===== src/inc/pbc_params.svh =====
// Offsets, field positions, reset values and counts of the power budget register block.
// Assumes a 12-bit byte address space of 32-bit words on the register bus.
`ifndef PBC_PARAMS_SVH
`define PBC_PARAMS_SVH

// ----------------------------------------------------------------------------
// Register byte offsets
// ----------------------------------------------------------------------------
`define PBC_OFS_HEADER     12'h0280
`define PBC_OFS_SELECT     12'h0284
`define PBC_OFS_READBACK   12'h0288
`define PBC_OFS_VALUE_BASE 12'h0300
`define PBC_OFS_CONTROL    12'h0404

// ----------------------------------------------------------------------------
// Field positions
// ----------------------------------------------------------------------------
`define PBC_CAP_IDENTIFIER_MSB      15
`define PBC_CAP_IDENTIFIER_LSB      0
`define PBC_VER_MSB        19
`define PBC_VER_LSB        16
`define PBC_NEXT_MSB       31
`define PBC_NEXT_LSB       20
`define PBC_SEL_MSB        7
`define PBC_CTL_VAL_UNLOCK 0
`define PBC_CTL_HDR_UNLOCK 1

// ----------------------------------------------------------------------------
// Reset values and counts
// ----------------------------------------------------------------------------
`define PBC_HEADER_RST     32'h0000_0000
`define PBC_SELECT_RST     8'h00
`define PBC_CONTROL_RST    2'h0
`define PBC_VALUE_RST      32'h0000_0000
`define PBC_VALUE_COUNT    8
`define PBC_CAP_IDENTIFIER_POWER    16'h0004
`define PBC_VER_ONE        4'h1

`endif


===== src/inc/pbc_pkg.sv =====
// Types shared by the power budget register block.
// Assumes 32-bit register words.
package pbc_pkg;

  // ----------------------------------------------------------------------------
  // Types
  // ----------------------------------------------------------------------------
  typedef logic [31:0] pbc_word_t;
  typedef logic [7:0]  pbc_index_t;

  typedef struct packed {
    logic [11:0] next_structure_pointer;
    logic [3:0]  structure_version;
    logic [15:0] cap_identifier;
  } pbc_header_t;

endpackage : pbc_pkg


===== src/hdl/pbc_regs.sv =====
// Power budgeting capability register block behind an APB slave port.
// Assumes an APB master on the core clock; one word per register, zero-wait when enabled.
//
// Overview of operation
// - Eight-bit read-write selector, reset zero, picks which budget word is read back.
// - Selector zero to seven: readback returns the whole indexed budget word.
// - Selector above seven: readback returns all zeros.
// - Header holds lockable 16-bit identifier, resets to zero; value 0x4 means power budget.
// - Header holds lockable 4-bit version, resets to zero; value one means version 1.
// - Eight budget words at consecutive words; writes ignored unless value unlock set.
`timescale 1ns/100ps
`include "pbc_params.svh"

module pbc_regs #(
  parameter int AW    = 12,
  parameter int COUNT = `PBC_VALUE_COUNT
) (
  input  wire logic           CLOCK_I,   // Core clock, 40 MHz
  input  wire logic           RST_I,     // Synchronous reset, high
  input  wire logic           CE_I,      // Clock enable, freezes state when low
  input  wire logic           PSEL_I,    // APB select
  input  wire logic           PENABLE_I, // APB enable
  input  wire logic           PWRITE_I,  // APB direction, high for write
  input  wire logic [AW-1:0]  PADDR_I,   // APB byte address
  input  wire logic [31:0]    PWDATA_I,  // APB write data
  output logic      [31:0]    PRDATA_O,  // APB read data, registered
  output logic                PREADY_O,  // APB ready
  output logic                PSLVERR_O  // APB error, unmapped address
);

  localparam int IW = $clog2(COUNT);

  // ----------------------------------------------------------------------------
  // State
  // ----------------------------------------------------------------------------
  pbc_pkg::pbc_header_t header;
  pbc_pkg::pbc_index_t  sel;
  logic [1:0]           control;
  logic                 armed;
  logic [31:0]          rd_data;
  logic                 rd_err;

  // ----------------------------------------------------------------------------
  // Decode
  // ----------------------------------------------------------------------------
  wire        aligned     = (PADDR_I[1:0] == 2'h0);
  wire        hit_header  = aligned && (PADDR_I == AW'(`PBC_OFS_HEADER));
  wire        hit_select  = aligned && (PADDR_I == AW'(`PBC_OFS_SELECT));
  wire        hit_read    = aligned && (PADDR_I == AW'(`PBC_OFS_READBACK));
  wire        hit_control = aligned && (PADDR_I == AW'(`PBC_OFS_CONTROL));
  wire [AW-1:0] value_ofs = PADDR_I - AW'(`PBC_OFS_VALUE_BASE);
  wire        hit_value   = aligned && (PADDR_I >= AW'(`PBC_OFS_VALUE_BASE))
                            && (value_ofs < AW'(COUNT * 4));
  wire        mapped      = hit_header || hit_select || hit_read || hit_control || hit_value;
  wire [IW-1:0] value_idx = value_ofs[IW+1:2];
  wire        done        = PSEL_I && PENABLE_I && PREADY_O;
  wire        wr_go       = done && PWRITE_I;
  wire        val_unlock  = control[`PBC_CTL_VAL_UNLOCK];
  wire        hdr_unlock  = control[`PBC_CTL_HDR_UNLOCK];
  wire        capture     = CE_I && PSEL_I && !done;

  pbc_pkg::pbc_word_t sel_word;
  pbc_pkg::pbc_word_t bus_word;
  pbc_pkg::pbc_word_t next_rd_data;

  // Read data is taken while selected and held for the access phase,
  // so PRDATA_O comes from a flop at no cost in wait states.
  assign next_rd_data = hit_header  ? 32'(header)                  :
                        hit_select  ? {24'h00_0000, sel}           :
                        hit_read    ? sel_word                     :
                        hit_control ? {30'h0000_0000, control}     :
                        hit_value   ? bus_word                     :
                                      32'h0000_0000;

  assign PREADY_O = CE_I && PENABLE_I && armed;
  assign PRDATA_O = rd_data;
  assign PSLVERR_O = rd_err && PREADY_O;

  // ----------------------------------------------------------------------------
  // Budget value storage
  // ----------------------------------------------------------------------------
  pbc_value_bank #(
    .COUNT (COUNT)
  ) u_bank (
    .clock_i    (CLOCK_I),
    .rst_i      (RST_I),
    .ce_i       (CE_I),
    .wr_en_i    (wr_go && hit_value),
    .wr_idx_i   (value_idx),
    .wr_data_i  (PWDATA_I),
    .unlock_i   (val_unlock),
    .sel_idx_i  (sel),
    .bus_idx_i  (value_idx),
    .sel_word_o (sel_word),
    .bus_word_o (bus_word)
  );

  // ----------------------------------------------------------------------------
  // Bus handshake and read capture
  // ----------------------------------------------------------------------------
  always_ff @(posedge CLOCK_I) begin
    if (RST_I) begin
      armed   <= 1'b0;
      rd_data <= 32'h0000_0000;
      rd_err  <= 1'b0;
    end else if (CE_I) begin
      armed <= PSEL_I && !done;
      if (capture) begin
        rd_data <= next_rd_data;
        rd_err  <= !mapped;
      end
    end
  end

  // ----------------------------------------------------------------------------
  // Registers
  // ----------------------------------------------------------------------------
  always_ff @(posedge CLOCK_I) begin
    if (RST_I) begin
      header  <= `PBC_HEADER_RST;
      sel     <= `PBC_SELECT_RST;
      control <= `PBC_CONTROL_RST;
    end else if (CE_I && wr_go) begin
      if (hit_header && hdr_unlock) begin
        header <= PWDATA_I;
      end
      if (hit_select) begin
        sel <= PWDATA_I[`PBC_SEL_MSB:0];
      end
      if (hit_control) begin
        control <= PWDATA_I[1:0];
      end
    end
  end
endmodule : pbc_regs


===== src/hdl/pbc_value_bank.sv =====
// Storage for the selectable budget value entries, with a select port and a bus port.
// Assumes writes arrive as single-cycle strobes from the register decoder on the same clock.
`timescale 1ns/100ps
`include "pbc_params.svh"

module pbc_value_bank #(
  parameter int COUNT = `PBC_VALUE_COUNT,
  parameter int IW    = $clog2(COUNT)
) (
  input  wire logic                clock_i,    // Core clock
  input  wire logic                rst_i,      // Synchronous reset, high
  input  wire logic                ce_i,       // Clock enable
  input  wire logic                wr_en_i,    // Bus write strobe to an entry
  input  wire logic [IW-1:0]       wr_idx_i,   // Entry written
  input  wire pbc_pkg::pbc_word_t  wr_data_i,  // Write data
  input  wire logic                unlock_i,   // Entry write unlock
  input  wire pbc_pkg::pbc_index_t sel_idx_i,  // Selector value
  input  wire logic [IW-1:0]       bus_idx_i,  // Entry read directly by the bus
  output pbc_pkg::pbc_word_t       sel_word_o, // Selected word or zero
  output pbc_pkg::pbc_word_t       bus_word_o  // Directly addressed word
);

  // ----------------------------------------------------------------------------
  // Storage
  // ----------------------------------------------------------------------------
  pbc_pkg::pbc_word_t entry [COUNT];
  logic               sel_ok;

  function automatic logic in_range(input pbc_pkg::pbc_index_t idx);
    in_range = (idx < 8'(COUNT));
  endfunction : in_range

  assign sel_ok     = in_range(sel_idx_i);
  assign sel_word_o = sel_ok ? entry[sel_idx_i[IW-1:0]] : '0;
  assign bus_word_o = entry[bus_idx_i];

  // Locked writes simply do not reach the array
  always_ff @(posedge clock_i) begin
    if (rst_i) begin
      for (int i = 0; i < COUNT; i++) begin
        entry[i] <= `PBC_VALUE_RST;
      end
    end else if (ce_i && wr_en_i && unlock_i) begin
      entry[wr_idx_i] <= wr_data_i;
    end
  end
endmodule : pbc_value_bank


===== config.mk =====
export PLATFORM = sky130hd
export DESIGN_NAME = pbc_regs
export DESIGN_NICKNAME = d
export VERILOG_FILES = /design/src/inc/pbc_pkg.sv /design/src/hdl/pbc_regs.sv /design/src/hdl/pbc_value_bank.sv
export VERILOG_INCLUDE_DIRS = /design/src /design/src/inc
export SDC_FILE = /design/constraint.sdc
export NUM_CORES = 1
export LEC_CHECK = 0
export BUFFER_PORTS_ARGS = -buffer_cell sky130_fd_sc_hd__clkbuf_2
export CORE_MARGIN = 2
export CORE_UTILIZATION = 62
export CTS_CLUSTER_SIZE = 12
export DETAILED_ROUTE_END_ITERATION = 7
export PLACE_DENSITY = 0.87
export REMOVE_ABC_BUFFERS = 1
export SLEW_MARGIN = 25
export SYNTH_ARGS = -nofsm -noshare
export SYNTH_HDL_FRONTEND = slang
export SYNTH_SLANG_ARGS = --single-unit

===== constraint.sdc =====
create_clock -name CLOCK_I -period 4.7 [get_ports CLOCK_I]
set_clock_uncertainty 0.1 [all_clocks]
set_input_delay 0.94 -clock CLOCK_I [delete_from_list [all_inputs] [get_ports CLOCK_I]]
set_output_delay 0.94 -clock CLOCK_I [all_outputs]
set_load 0.05 [all_outputs]

==> reports/metrics.cfg <==
[critical_path]
arrival_ps=3690
cp.required_ps=4810
slowest_stage=or4_1
cpPeakStageDelay_ps=920
crit_chain=clkbuf_2 > or3_4 > or2_1 > or4_1 > nor3_4 > or2_2 > buf_12
end_kind=flop
startpoint_type=input port
crit_fanout=19
crit_type=input port to flop

[logic_synthesis]
ys_warn_count=0
synth_seq_area_share_pct=55.20
syn-instance-count=1295
synth.area.top_cells=edfxtp_1, mux4_2, and2_1
synthArstFlopShare_pct=0
yosys.area_share.adder_pct=0
synth_seq_cells=335
synth_xor_area_share_pct=0
synth-compound-area-share_pct=7.473
yosysTopAreaCell=edfxtp_1
synth.top_cell.area_share_pct=45.78
synth_cell_types=40
synth-edff-count=256
synth_top_family_by_area=multiplexers
syn-cell-area_um2=16790
muxShareOfSynthArea_pct=19.71
synth-simple-area-share_pct=14.88
ys_dominant_reg_cell=edfxtp_1
syn_avg_cell_area_um2=12.97

[clocking]
cts_hold_buf=0
cts.sink_count=335
clkTransAtPathRegs_ps=60
cts_root_buf=clkbuf_16
cts.repair.resized=0
clock_latency_ps=520
cts_max_level=2
cts_buffers=36
postCtsSetupBuffers=0
cts.path.max_buffers=3
cts_tree=built

[cells_and_area]
final_area_um2=18790
final_cell_mix=and2_1, edfxtp_1, mux2i_1, nand2_1, clkbuf_2
n_antenna_cell=0
post_route_cells_drive_above_1_share_pct=22.67
nets=1399
syn2layout_area_growth_pct=11.90
mostFrequentLayoutCell=and2_1

[timing]
rsz0062_at_grt=no
setup_viol=0
period_needed_ps=3579
worst_pin_slew_ps=1055
setup_tns_ps=0
slew_violations=0
finalWorstSetupSlack_ps=1121
hold_viol_final=0
max_slew_margin_pct=29.64
max_freq_ghz=0.2794
period_share_pct=76.15

[place]
io_buffer_count=83
placed_area_um2=17660
pre_cts_ws_ps=661.6
gp_congestion=0.8242
dp_hpwl_um=26670

[power]
p_sw_mw=1.507
p_comb_share_pct=7.7
switching_share_pct=23.15
p_int_mw=5.003
p_leak_nw=7.008
pwr-share-seq_pct=51.1
clockPowerShare_pct=41.3
power.density_nw_per_um2=346.5
vdd_ir_drop_max_mv=0.2647

[die]
die_w_um=168.6
start_util_pct=62.66
die_area_um2=28420
design.core.area_um2=26800
io_pins=84
std_cell_rows=60
dieHeight_um=168.6

[flow_run]
cap_viol_max_count=0

[grt]
grt_pass1_vias=11940
grt_max_degree=85
grt_overflow=0
grtUsageTotal_pct=32.17
grt_pass1_wl_um=69190
antenna_found_initial=1

[detailed_routing]
wirelength_um=45650
drc=0
first_pass_iters=5
drt.antenna.violating_nets=0
drtIter0Drc=1600
num_vias=11880
routed_via_density=6.932
post_drt_wl_per_cell_um=26.65

[hold_path]
worstHoldPathType=flop to flop

[status]
status=finished, final reports clean

[cell families (layout without fill, tap and decap cells)]
| family | Yosys count | in the layout |
|---|---|---|
| flip-flops | 335 | 335 |
| AND/OR/NAND/NOR | 436 | 436 |
| AO/OA/AOI/OAI | 185 | 185 |
| buffers and inverters | 108 | 185 |
| multiplexers | 231 | 231 |
[path summary, 6_finish.rpt]
path                            startpoint                  to  slack [ps]  depth (start not counted)
worst max-delay path            PADDR_I[1]  u_bank.entry[0][8]        1120                          7
worst min-delay path            header[21]          header[21]         350                          2
worst max register to register       armed  u_bank.entry[0][8]        1600                          6
worst min register to register  header[21]          header[21]         350                          2
[sequential cells by signal, summed over array words and instances (netlist names), named ones only]
register,count
u_bank.entry,256
PRDATA_O,32
header,32
sel,8
control,2
armed,1
rd_err,1
[per-layer routing]
metal	track usage (%)	routed length [um]	vias up
li1	-	-	4981
met1	42.53	16690	5873
met2	52.66	22180	855
met3	5.331	4827	164
met4	15.29	1945	2
met5	0	13	-
[critical path, delay by kind of cell]
family	cells	cell delay (ps)
AND/OR/NAND/NOR	5	2400
buffers and inverters	2	340
[cell type report]
type | instances | area, um^2
multi-input cells | 852 | 7128
fillers | 1742 | 8010
repair buffers | 123 | 869.6
flip-flops and latches | 335 | 9275
inverters | 1 | 3.754
well taps | 341 | 426.7
clock buffers | 52 | 1023
clock inverters | 9 | 63.81
[synth_stat cells, types with 2 or more instances]
cell	n
o21ai_0	5
nand2b_1	4
clkbuf_1	56
nor2_1	44
edfxtp_1	256
mux2_2	37
nor3_2	6
buf_2	26
and2_1	258
dfxtp_1	79
or2_2	9
a211oi_1	31
nor2b_1	5
mux4_2	76
nand2_1	81
a2111oi_0	6
mux2i_1	118
nand3_1	5
or3b_2	2
or4_1	4
buf_1	9
or4b_1	3
and3_1	5
a22oi_1	52
nor4_1	2
clkbuf_2	15
a32oi_1	24
a21oi_1	65
[stage by stage]
| stage | utilization, % | cells | hold WS, ps | total power [mW] |
|---|---|---|---|---|
| after floorplan | - | 1188 | 321.2 | 3.630 |
| after global placement | 65.88 | 1650 | 334.7 | 3.853 |
| after detailed placement | 65.88 | 1650 | 346.7 | 3.870 |
| after CTS | 69.93 | 1711 | 353.6 | 6.508 |
| after global routing | 70.11 | 1713 | 378.3 | 6.658 |
| final | 70.11 | 1713 | 353.5 | 6.510 |
[power by group through the flow]
stage	sequential [mW]	clock [mW]	combinational [mW]
final	3.33	2.69	0.499
after floorplan	3.42	0	0.212
after CTS	3.32	2.70	0.491
after global routing	3.33	2.80	0.526
after global placement	3.38	0	0.477
after detailed placement	3.38	0	0.487
Note: power is estimated with default switching activity, not from simulation.
